$ cat src/inc/slcu_pkg.sv
// Constants and types shared by the swing, length and count unit
`default_nettype none
package slcu_pkg;

    // Clock and swing time base
    localparam int CLK_MHZ      = 250;
    localparam int TICK_TIME_US = 100;
    localparam int TICK_CYCLES  = TICK_TIME_US * CLK_MHZ;
    localparam int TICK_W       = 16;

    // Field widths
    localparam int FREQ_W  = 16;
    localparam int PCT_W   = 10;
    localparam int TIME_W  = 15;
    localparam int CNT_W   = 16;
    localparam int PULSE_W = 32;
    localparam int SEG_W   = 25;
    localparam int SPAN_W  = 17;
    localparam int OFF_W   = 19;

    // Divider shape
    localparam int NUM_W  = 48;
    localparam int DEN_W  = 25;
    localparam int STEP_W = 6;

    // Scale factors: percent in 0.1 %, time in 0.1 s, pulses/m in 0.1
    localparam logic [DEN_W-1:0] PERMILLE      = 25'h00003E8;
    localparam logic [SEG_W-1:0] TICKS_PER_DS  =
        SEG_W'(100000 / TICK_TIME_US);
    localparam logic [NUM_W-1:0] LEN_SCALE     = 48'h00000000000A;
    localparam logic [PCT_W-1:0] SWING_PCT_MAX = 10'h3E8;
    localparam logic [PCT_W-1:0] JUMP_PCT_MAX  = 10'h1F4;
    localparam logic [PCT_W-1:0] RISE_PCT_MAX  = 10'h3E8;
    localparam logic [TIME_W-1:0] CYCLE_MAX    = 15'h7530;

    // Pin synchroniser slots
    localparam int PIN_N       = 5;
    localparam int PIN_LEN     = 0;
    localparam int PIN_CNT     = 1;
    localparam int PIN_FAST    = 2;
    localparam int PIN_LEN_RST = 3;
    localparam int PIN_CNT_RST = 4;

    // Values after reset
    localparam logic [FREQ_W-1:0]  FREQ_RST  = 16'h0000;
    localparam logic [CNT_W-1:0]   CNT_RST   = 16'h0000;
    localparam logic [PULSE_W-1:0] PULSE_RST = 32'h00000000;
    localparam logic [SEG_W-1:0]   SEG_RST   = 25'h0000000;
    localparam logic [SPAN_W-1:0]  SPAN_RST  = 17'h00000;

    // Divider job sequence
    typedef enum logic [1:0] {
        J_AW,
        J_JUMP,
        J_TRI,
        J_LEN
    } slcu_job_t;

endpackage
`default_nettype wire

$ cat src/rtl/slcu_divider.sv
// Sequential restoring divider shared by the unit's arithmetic jobs
`default_nettype none
`timescale 1ns/100ps
module slcu_divider
    import slcu_pkg::*;
(
    input  wire logic             clk,
    input  wire logic             resetn,
    input  wire logic             start,
    input  wire logic [NUM_W-1:0] num,
    input  wire logic [DEN_W-1:0] den,
    output var  logic             done,
    output var  logic [NUM_W-1:0] quot
);

    logic [DEN_W:0]    rem;
    logic [DEN_W-1:0]  den_q;
    logic [STEP_W-1:0] step;
    logic              busy;

    // One quotient bit per cycle; remainder keeps one spare bit
    wire [DEN_W:0]   rem_sh   = {rem[DEN_W-1:0], quot[NUM_W-1]};
    wire             fits     = rem_sh >= {1'b0, den_q};
    wire [DEN_W:0]   next_rem = fits ? rem_sh - {1'b0, den_q} : rem_sh;
    wire [NUM_W-1:0] next_quot = {quot[NUM_W-2:0], fits};
    wire             last     = step == STEP_W'(NUM_W - 1);

    // Start is ignored while a division is running
    always_ff @(posedge clk or negedge resetn)
    begin
        if (!resetn)
        begin
            busy  <= 1'b0;
            done  <= 1'b0;
            step  <= '0;
            rem   <= '0;
            den_q <= '0;
            quot  <= '0;
        end
        else if (start && !busy)
        begin
            busy  <= 1'b1;
            done  <= 1'b0;
            step  <= '0;
            rem   <= '0;
            den_q <= den;
            quot  <= num;
        end
        else if (busy)
        begin
            rem  <= next_rem;
            quot <= next_quot;
            step <= step + 1'b1;
            busy <= !last;
            done <= last;
        end
        else
        begin
            done <= 1'b0;
        end
    end

endmodule
`default_nettype wire

$ cat src/rtl/slcu_top.sv
// Swing frequency generator with fixed-length and pulse counting
`default_nettype none
`timescale 1ns/100ps
// Behaviour
// - Output swings around set frequency while active
// - Zero swing amplitude gives zero excursion
// - Base select: 0 set frequency, 1 maximum
// - Swing span is base times swing percent
// - Jump frequency is span times jump percent
// - Swinging output clamped to upper/lower limits
// - One full swing period per cycle time
// - Rise takes coefficient share, fall the rest
// - Length is pulse count over pulses per metre
// - Length reached when length exceeds set length
// - Length reset input clears accumulated length
// - Count pulses on counter input
// - Set count reached flags and stops counting
// - Designated count flags, counting continues
module slcu_top
    import slcu_pkg::*;
#(
    parameter int TICK_DIV = TICK_CYCLES
)
(
    input  wire logic              SYS_CLK,
    input  wire logic              RESETN,
    input  wire logic              RUN,
    input  wire logic              SWING_EN,
    input  wire logic              BASE_SEL,
    input  wire logic [FREQ_W-1:0] SET_FREQ,
    input  wire logic [FREQ_W-1:0] MAX_FREQ,
    input  wire logic [FREQ_W-1:0] UPPER_LIMIT,
    input  wire logic [FREQ_W-1:0] LOWER_LIMIT,
    input  wire logic [PCT_W-1:0]  SWING_AMP,
    input  wire logic [PCT_W-1:0]  JUMP_AMP,
    input  wire logic [TIME_W-1:0] CYCLE_TIME,
    input  wire logic [PCT_W-1:0]  RISE_COEF,
    input  wire logic [CNT_W-1:0]  SET_LENGTH,
    input  wire logic [CNT_W-1:0]  PULSES_PER_M,
    input  wire logic [CNT_W-1:0]  SET_COUNT,
    input  wire logic [CNT_W-1:0]  DESIG_COUNT,
    input  wire logic              LEN_FAST_SEL,
    input  wire logic              CNT_FAST_SEL,
    input  wire logic              LEN_PULSE_IN,
    input  wire logic              CNT_PULSE_IN,
    input  wire logic              FAST_PULSE_INPUT,
    input  wire logic              LEN_RESET_IN,
    input  wire logic              CNT_RESET_IN,
    output var  logic [FREQ_W-1:0] OUT_FREQ,
    output var  logic [FREQ_W-1:0] SWING_SPAN,
    output var  logic [FREQ_W-1:0] JUMP_FREQ,
    output var  logic [CNT_W-1:0]  ACTUAL_LENGTH,
    output var  logic              LENGTH_REACHED,
    output var  logic [CNT_W-1:0]  COUNT_VALUE,
    output var  logic              SET_COUNT_REACHED,
    output var  logic              DESIG_COUNT_REACHED
);

    // Pin synchronisers and edge detection
    logic [PIN_N-1:0] pin_raw;
    logic [PIN_N-1:0] pin_meta;
    logic [PIN_N-1:0] pin_sync;
    logic [PIN_N-1:0] pin_prev;
    logic [PIN_N-1:0] pin_rise;

    assign pin_raw[PIN_LEN]     = LEN_PULSE_IN;
    assign pin_raw[PIN_CNT]     = CNT_PULSE_IN;
    assign pin_raw[PIN_FAST]    = FAST_PULSE_INPUT;
    assign pin_raw[PIN_LEN_RST] = LEN_RESET_IN;
    assign pin_raw[PIN_CNT_RST] = CNT_RESET_IN;

    // Edges compare the second and third stages, never the first
    generate
        for (genvar i = 0; i < PIN_N; i++)
        begin : g_pin
            always_ff @(posedge SYS_CLK or negedge RESETN)
            begin
                if (!RESETN)
                begin
                    pin_meta[i] <= 1'b0;
                    pin_sync[i] <= 1'b0;
                    pin_prev[i] <= 1'b0;
                end
                else
                begin
                    pin_meta[i] <= pin_raw[i];
                    pin_sync[i] <= pin_meta[i];
                    pin_prev[i] <= pin_sync[i];
                end
            end
            assign pin_rise[i] = pin_sync[i] & ~pin_prev[i];
        end
    endgenerate

    // High-rate sources may be steered to the fast terminal
    wire len_edge = LEN_FAST_SEL ? pin_rise[PIN_FAST]
                                 : pin_rise[PIN_LEN];
    wire cnt_edge = CNT_FAST_SEL ? pin_rise[PIN_FAST]
                                 : pin_rise[PIN_CNT];
    wire len_clr  = pin_rise[PIN_LEN_RST];
    wire cnt_clr  = pin_rise[PIN_CNT_RST];

    // Setting clamps and time base
    wire [PCT_W-1:0] swing_pct = (SWING_AMP > SWING_PCT_MAX)
                                 ? SWING_PCT_MAX : SWING_AMP;
    wire [PCT_W-1:0] jump_pct  = (JUMP_AMP > JUMP_PCT_MAX)
                                 ? JUMP_PCT_MAX : JUMP_AMP;
    wire [PCT_W-1:0] rise_pct  = (RISE_COEF > RISE_PCT_MAX)
                                 ? RISE_PCT_MAX : RISE_COEF;
    wire [TIME_W-1:0] cyc_t    = (CYCLE_TIME > CYCLE_MAX)
                                 ? CYCLE_MAX : CYCLE_TIME;

    // 0.1 s times 0.1 % lands exactly on the 100 us tick
    wire [SEG_W-1:0] cyc_ticks  = SEG_W'(cyc_t) * TICKS_PER_DS;
    wire [SEG_W-1:0] rise_ticks = SEG_W'(cyc_t) * SEG_W'(rise_pct);
    wire [SEG_W-1:0] fall_ticks = cyc_ticks - rise_ticks;

    wire swing_on = RUN & SWING_EN;

    logic [TICK_W-1:0] tick_cnt;
    logic              tick;

    // Tick divider; the swing phase only moves on this enable
    always_ff @(posedge SYS_CLK or negedge RESETN)
    begin
        if (!RESETN)
        begin
            tick_cnt <= '0;
            tick     <= 1'b0;
        end
        else
        begin
            tick     <= tick_cnt == TICK_W'(TICK_DIV - 1);
            tick_cnt <= (tick_cnt == TICK_W'(TICK_DIV - 1))
                        ? '0 : tick_cnt + 1'b1;
        end
    end

    // Triangle phase
    logic [SEG_W-1:0] phase;
    logic             falling;

    wire [SEG_W-1:0] seg_len  = falling ? fall_ticks : rise_ticks;
    wire             seg_end  = (phase + 1'b1) >= seg_len;

    // Segments alternate forever while swinging; idle parks at start
    always_ff @(posedge SYS_CLK or negedge RESETN)
    begin
        if (!RESETN)
        begin
            phase   <= SEG_RST;
            falling <= 1'b0;
        end
        else if (!swing_on)
        begin
            phase   <= SEG_RST;
            falling <= 1'b0;
        end
        else if (tick)
        begin
            phase   <= seg_end ? SEG_RST : phase + 1'b1;
            falling <= seg_end ? !falling : falling;
        end
    end

    // Divider job sequencer
    slcu_job_t        job;
    logic             div_start;
    logic             div_done;
    logic [NUM_W-1:0] div_quot;
    logic [SPAN_W-1:0] tri_step;
    logic [PULSE_W-1:0] len_pulses;
    logic             len_dirty;

    wire [FREQ_W-1:0] base = BASE_SEL ? MAX_FREQ : SET_FREQ;
    wire [SPAN_W-1:0] span2 = {SWING_SPAN, 1'b0} - SPAN_W'(JUMP_FREQ);
    wire [DEN_W-1:0] seg_den = (seg_len == '0) ? DEN_W'(1) : seg_len;
    wire [DEN_W-1:0] ppm_den = (PULSES_PER_M == '0)
                               ? DEN_W'(1) : DEN_W'(PULSES_PER_M);

    // Operands per job; all four share one divider
    wire [NUM_W-1:0] aw_num   = NUM_W'(base) * NUM_W'(swing_pct);
    wire [NUM_W-1:0] jump_num = NUM_W'(SWING_SPAN) * NUM_W'(jump_pct);
    wire [NUM_W-1:0] tri_num  = NUM_W'(span2) * NUM_W'(phase);
    wire [NUM_W-1:0] len_num  = NUM_W'(len_pulses) * LEN_SCALE;

    wire [NUM_W-1:0] div_num = (job == J_AW)   ? aw_num
                             : (job == J_JUMP) ? jump_num
                             : (job == J_TRI)  ? tri_num
                             : len_num;
    wire [DEN_W-1:0] div_den = (job == J_TRI) ? seg_den
                             : (job == J_LEN) ? ppm_den
                             : PERMILLE;

    slcu_divider u_div (
        .clk    (SYS_CLK),
        .resetn (RESETN),
        .start  (div_start),
        .num    (div_num),
        .den    (div_den),
        .done   (div_done),
        .quot   (div_quot)
    );

    // Results saturate rather than wrap
    wire quot_hi   = |div_quot[NUM_W-1:FREQ_W];
    wire [FREQ_W-1:0] quot16 = quot_hi ? '1 : div_quot[FREQ_W-1:0];
    wire [SPAN_W-1:0] quot17 = (|div_quot[NUM_W-1:SPAN_W])
                               ? '1 : div_quot[SPAN_W-1:0];

    // Round robin over the jobs, restarted on every completion
    always_ff @(posedge SYS_CLK or negedge RESETN)
    begin
        if (!RESETN)
        begin
            job       <= J_AW;
            div_start <= 1'b1;
        end
        else
        begin
            div_start <= div_done;
            if (div_done)
            begin
                case (job)
                    J_AW:    job <= J_JUMP;
                    J_JUMP:  job <= J_TRI;
                    J_TRI:   job <= J_LEN;
                    J_LEN:   job <= J_AW;
                    default: job <= J_AW;
                endcase
            end
        end
    end

    // Capture the span, jump and length quotients
    always_ff @(posedge SYS_CLK or negedge RESETN)
    begin
        if (!RESETN)
        begin
            SWING_SPAN    <= FREQ_RST;
            JUMP_FREQ     <= FREQ_RST;
            ACTUAL_LENGTH <= CNT_RST;
        end
        else if (len_clr)
        begin
            ACTUAL_LENGTH <= CNT_RST;
        end
        else if (div_done)
        begin
            if (job == J_AW)
                SWING_SPAN <= quot16;
            if (job == J_JUMP)
                JUMP_FREQ <= quot16;
            if (job == J_LEN && !len_dirty)
                ACTUAL_LENGTH <= quot16;
        end
    end

    // A clear or a turn while a job runs makes its result stale
    always_ff @(posedge SYS_CLK or negedge RESETN)
    begin
        if (!RESETN)
            len_dirty <= 1'b0;
        else if (len_clr || (tick && seg_end))
            len_dirty <= 1'b1;
        else if (div_start)
            len_dirty <= 1'b0;
    end

    // A turn restarts the step at zero so no old peak leaks across
    always_ff @(posedge SYS_CLK or negedge RESETN)
    begin
        if (!RESETN)
            tri_step <= SPAN_RST;
        else if (!swing_on || (tick && seg_end))
            tri_step <= SPAN_RST;
        else if (div_done && job == J_TRI && !len_dirty)
            tri_step <= quot17;
    end

    // Output frequency
    // Rise runs from -AW+jump up to +AW, fall from AW-jump down to -AW
    wire signed [OFF_W-1:0] aw_s   = $signed({3'b000, SWING_SPAN});
    wire signed [OFF_W-1:0] jump_s = $signed({3'b000, JUMP_FREQ});
    wire signed [OFF_W-1:0] step_s = $signed({2'b00, tri_step});
    wire signed [OFF_W-1:0] off_s  = falling
                                     ? aw_s - jump_s - step_s
                                     : jump_s - aw_s + step_s;
    wire signed [OFF_W-1:0] swing_s = $signed({3'b000, SET_FREQ})
                                      + off_s;
    wire signed [OFF_W-1:0] upper_s = $signed({3'b000, UPPER_LIMIT});
    wire signed [OFF_W-1:0] lower_s = $signed({3'b000, LOWER_LIMIT});

    wire [FREQ_W-1:0] clamped = (swing_s > upper_s) ? UPPER_LIMIT
                              : (swing_s < lower_s) ? LOWER_LIMIT
                              : swing_s[FREQ_W-1:0];

    // Zero amplitude leaves the set frequency untouched
    wire no_swing = !swing_on || swing_pct == '0;
    wire [FREQ_W-1:0] next_out_freq = no_swing ? SET_FREQ : clamped;

    always_ff @(posedge SYS_CLK or negedge RESETN)
    begin
        if (!RESETN)
            OUT_FREQ <= FREQ_RST;
        else
            OUT_FREQ <= next_out_freq;
    end

    // Length pulses and reached flag
    // A pulse in the clearing cycle still counts as the first one
    wire [PULSE_W-1:0] next_len_pulses =
        len_clr ? PULSE_W'(len_edge)
        : (len_edge && len_pulses != '1) ? len_pulses + 1'b1
        : len_pulses;

    always_ff @(posedge SYS_CLK or negedge RESETN)
    begin
        if (!RESETN)
        begin
            len_pulses     <= PULSE_RST;
            LENGTH_REACHED <= 1'b0;
        end
        else
        begin
            len_pulses     <= next_len_pulses;
            LENGTH_REACHED <= !len_clr &&
                              ACTUAL_LENGTH > SET_LENGTH;
        end
    end

    // General counter
    wire cnt_room = COUNT_VALUE < SET_COUNT;
    wire [CNT_W-1:0] next_count =
        cnt_clr ? CNT_W'(cnt_edge)
        : (cnt_edge && cnt_room) ? COUNT_VALUE + 1'b1
        : COUNT_VALUE;

    // Flags follow the count, so they hold until the count is cleared
    always_ff @(posedge SYS_CLK or negedge RESETN)
    begin
        if (!RESETN)
        begin
            COUNT_VALUE         <= CNT_RST;
            SET_COUNT_REACHED   <= 1'b0;
            DESIG_COUNT_REACHED <= 1'b0;
        end
        else
        begin
            COUNT_VALUE         <= next_count;
            SET_COUNT_REACHED   <= next_count >= SET_COUNT;
            DESIG_COUNT_REACHED <= next_count >= DESIG_COUNT;
        end
    end

endmodule
`default_nettype wire

$ cat config.mk
export PLATFORM = sky130hd
export DESIGN_NAME = slcu_top
export DESIGN_NICKNAME = d
export VERILOG_FILES = /design/src/inc/slcu_pkg.sv /design/src/rtl/slcu_divider.sv /design/src/rtl/slcu_top.sv
export SDC_FILE = /design/constraint.sdc
export NUM_CORES = 2
export LEC_CHECK = 0
export ABC_AREA = 1
export BUFFER_PORTS_ARGS = -buffer_cell sky130_fd_sc_hd__buf_2
export CORE_ASPECT_RATIO = 1.5
export CORE_MARGIN = 2
export CORE_UTILIZATION = 50
export DETAILED_ROUTE_END_ITERATION = 8
export HOLD_SLACK_MARGIN = 0.05
export PLACE_DENSITY = 0.74
export SETUP_SLACK_MARGIN = 0.05
export SLEW_MARGIN = 10
export SYNTH_ARGS = -nofsm -noshare
export SYNTH_HDL_FRONTEND = slang
export SYNTH_SLANG_ARGS = --single-unit
$ cat constraint.sdc
create_clock -name SYS_CLK -period 12.6 [get_ports SYS_CLK]
set_input_delay 0 -clock SYS_CLK [delete_from_list [all_inputs] [get_ports SYS_CLK]]
set_output_delay 0 -clock SYS_CLK [all_outputs]
set_load 0.005 [all_outputs]
==> flow_summary.yaml <==
clocking:
  clkSinkCount: 300
  clock_tree.htree_level_count: 2
  clock_tree_from_tritoncts: "built"
  clock_tree.root_cell: "sky130_fd_sc_hd__clkbuf_16"
  clk_transition_reported_paths_ns: 0.08
  ctsLongestPathBuffers: 3
  postCtsSetupRepairBufs: 0
  cts_made_buffers: 34
  cts_resized: 0
  clk-insertion-delay-late_ns: 0.62
critical_path:
  critPathRequiredTime_ns: 13.11
  cp_max_fo: 28
  critical_path.startpoint: "JUMP_FREQ[0]$_DFFE_PN0P_"
  slowest_delay_ns: 1.06
  startpoint_to_endpoint_class_of_the_critical_path: "reg -> reg"
  timing.critical_path.to_type: "flip-flop"
  timing.critical_path.arrival_ns: 10.31
  reg2regPathDepth: 44
  timing.critical_path.from_type: "flip-flop"
  r2r_start: "JUMP_FREQ[0]$_DFFE_PN0P_"
  slowest_cell_on_crit_path: "sky130_fd_sc_hd__inv_1"
  critical-path-top-cell-by-count: "sky130_fd_sc_hd__nand2_1"
logic_synthesis:
  netlist-cell-type-count: 78
  post_synth.cell_area_avg_sq_um: 7.46
  synth_top_cell_by_area: "sky130_fd_sc_hd__fa_1"
  post_synth_instance_area_sq_um: 58100
  yosys_register_bits: 300
  synth_async_sr_flop_share_pct: 100
  post_synth_inst_count: 7792
  yosys-top-cells-area: "sky130_fd_sc_hd__fa_1 25%, sky130_fd_sc_hd__ha_1 15%, sky130_fd_sc_hd__dfrtp_1 13%"
  synth_enable_flop_cells: 0
  ys.flop_type: "sky130_fd_sc_hd__dfrtp_1"
  ys_warn_count: 0
  synth_largest_type_area_fraction_pct: 24.9
  ys_seq_area_share_pct: 12.9
global_routing:
  first_global_vias: 56832
  grt_first_pass_wirelength_um: 306000
  largest_net_degree_at_the_start_of_global_routing: 135
  antenna_found_initial: 19
  overall_global_routing_usage_pct: 33.1
  globalRoute.totalOverflow: 0
detailed_routing:
  detail-route-antenna-nets: 0
  post_drt_via_cell_ratio: 5.66
  total_wirelength_of_the_detailed_routed_design_um: 195000
  drt_first_iter_violations: 3633
  number_of_detailed_routing_iterations_run_before_antenna_repair: 8
  remaining_drc_errors: 0
  num_vias: 54185
  routed_wire_length_per_instance_um: 20.3
sta:
  min_period_ns: 9.80
  unrepaired_setup_endpoints_after_global_routing: "no"
  setup_viol: 0
  final_critical_path_setup_slack_ns: 2.80
  largest_clock_skew_in_the_final_design_ns: 0.0384
  worst_slew_pin_slew_ns: 1.39
  finalHoldViolCount: 0
  fmax_mhz: 102
  final.setup.tns_ns: 0
  slew_headroom_pct: 6.66
  timing.final.crit_share_pct: 77.8
  finalMaxSlewViolations: 0
finish:
  syn2layout_area_growth_pct: 8.16
  num-fill-cells: 11057
  final_area_sq_um: 62900
  multi_input_comb_area_sq_um: 43800
  post_route_cells_drive_above_1_share_pct: 6.87
  utilization_pct: 54.4
  seq_area_sq_um: 7510
  layout.nets: 9577
die:
  fp.dieH_um: 422
  die_x_um: 282
  die-area_sq_um: 119000
  initial_utilization_pct: 50.3
  placeableCoreArea_sq_um: 116000
  std_cell_rows: 153
  boundaryPins: 268
power_and_ir_drop:
  power.density_nw_per_um2: 156
  max-vdd-ir-drop_v: 0.000363
  final_total_pwr_mw: 9.80
  static_leakage_nw: 33.0
placement:
  place_area_sq_um: 60900
  dpl_worst_slack_ns: 2.39
  post-dp-hpwl_um: 157000
  numPortBuffers: 267
  gpl.final_weighted_congestion: 1.04
status:
  status: "completed"
hold_path:
  holdCritPathClass: "in -> async"
flow_run:
  maxCapViolCount: 0
==> power by group <==
part	total [mW]	leakage [nW]	switching, mW	internal [mW]
clock	1.10	0.577	0.484	0.616
sequential	0.986	3.88	0.0106	0.976
combinational	7.71	28.5	4.97	2.74
total	9.80	33.0	5.47	4.33
==> registers in the layout, indices dropped and copies added, names as in the netlist, 6 cells and up <==
signal	count
u_div.rem	25
len_pulses	32
u_div.quot	48
COUNT_VALUE	16
tri_step	17
phase	25
OUT_FREQ	16
tick_cnt	16
ACTUAL_LENGTH	16
u_div.den_q	25
SWING_SPAN	16
u_div.step	6
JUMP_FREQ	16
==> worst paths after layout <==
check	endpoint	slack (ns)
min	SWING_SPAN[10]$_DFFE_PN0P_	0.01
min reg2reg	pin_sync[0]$_DFF_PN0_	0.34
max	u_div.quot[39]$_DFFE_PN0P_	2.80
max in group asynchronous	len_pulses[18]$_DFFE_PN0P_	10.38
max reg2reg	u_div.quot[39]$_DFFE_PN0P_	2.80
min in group SYS_CLK	LENGTH_REACHED$_DFF_PN0_	0.08
==> layout by cell type (no fill, tap or decap), drive strengths merged, types with 29 or more instances in the layout <==
master	n
o221ai	30
nor2	676
nand4	76
buf	322
nand2	1643
clkbuf	42
a21oi	508
o211ai	39
dfrtp	299
or2	38
xnor2	76
nand3	315
xor2	114
inv	1573
o21a	29
a22oi	30
nor3	72
ha	676
dlygate4sd3	71
nor4	42
o21ai	359
fa	724
==> critical path: cells and delay by family, from the launching register on <==
family                     cells  cell delay, ns
DFF                            1            0.33
buffers and inverters         10            1.93
and+or+nand+nor               16            1.57
AOI/OAI and AO/OA             10            2.04
adders and majority gates      8            3.76
==> metal layers <==
layer	GRT usage [%]	wire (um)
met5	0	137
met4	28.5	20300
met1	32.9	64100
met2	58.3	96000
met3	6.62	14300
==> metrics by stage <==
step	instances	hold WS (ns)
floorplan	7806	-0.296
global placement	9434	0.101
detailed placement	9434	0.100
CTS	9565	0.0608
global route	9573	0.0717
finish	9577	0.0101
==> cells in the mapped netlist (33+ instances only) <==
library cell               count
sky130_fd_sc_hd__inv_1      1541
sky130_fd_sc_hd__ha_1        676
sky130_fd_sc_hd__xor2_1      114
sky130_fd_sc_hd__nor4_1       40
sky130_fd_sc_hd__nand4_1      76
sky130_fd_sc_hd__o21ai_1      33
sky130_fd_sc_hd__clkbuf_1    202
sky130_fd_sc_hd__nand2_1    1618
sky130_fd_sc_hd__or2_2        35
sky130_fd_sc_hd__xnor2_1      76
sky130_fd_sc_hd__o211ai_1     38
sky130_fd_sc_hd__nor3_1       65
sky130_fd_sc_hd__fa_1        724
sky130_fd_sc_hd__nor2_1      653
sky130_fd_sc_hd__o21ai_0     305
sky130_fd_sc_hd__a21oi_1     505
sky130_fd_sc_hd__dfrtp_1     299
sky130_fd_sc_hd__nand3_1     303
==> repair_timing <==
action / 4_1_cts / 5_1_grt
hold buffers: 71 / 0
hold endpoints to repair: 147 / 0
endpoints found under the setup margin: 0 / 0
==> cell type report <==
class                           instances  area share [%]
Antenna cell                           11          0.0438
Clock buffer                           42            1.46
Clock inverter                         18           0.408
Inverter                             1582            9.45
Multi-Input combinational cell       5681            69.6
Sequential cell                       300            11.9
Tap cell                             1550            3.09
Timing Repair Buffer                  393            3.96
==> kinds of logic (layout without fill, tap and decap cells) <==
family | Yosys count | after routing | share of synthesized area (%)
other | 2 | 27 | 0.0129
adder cells (fa/ha/maj) | 1400 | 1400 | 39.5
buffers and inverters | 1825 | 2035 | 11.9
AND/OR/NAND/NOR | 2892 | 2892 | 21.0
XOR/XNOR | 190 | 190 | 2.86
flip-flops | 300 | 300 | 12.9
multiplexers | 2 | 2 | 0.0344
AO/OA/AOI/OAI | 1181 | 1181 | 11.8
(Power assumes the default switching activity.)
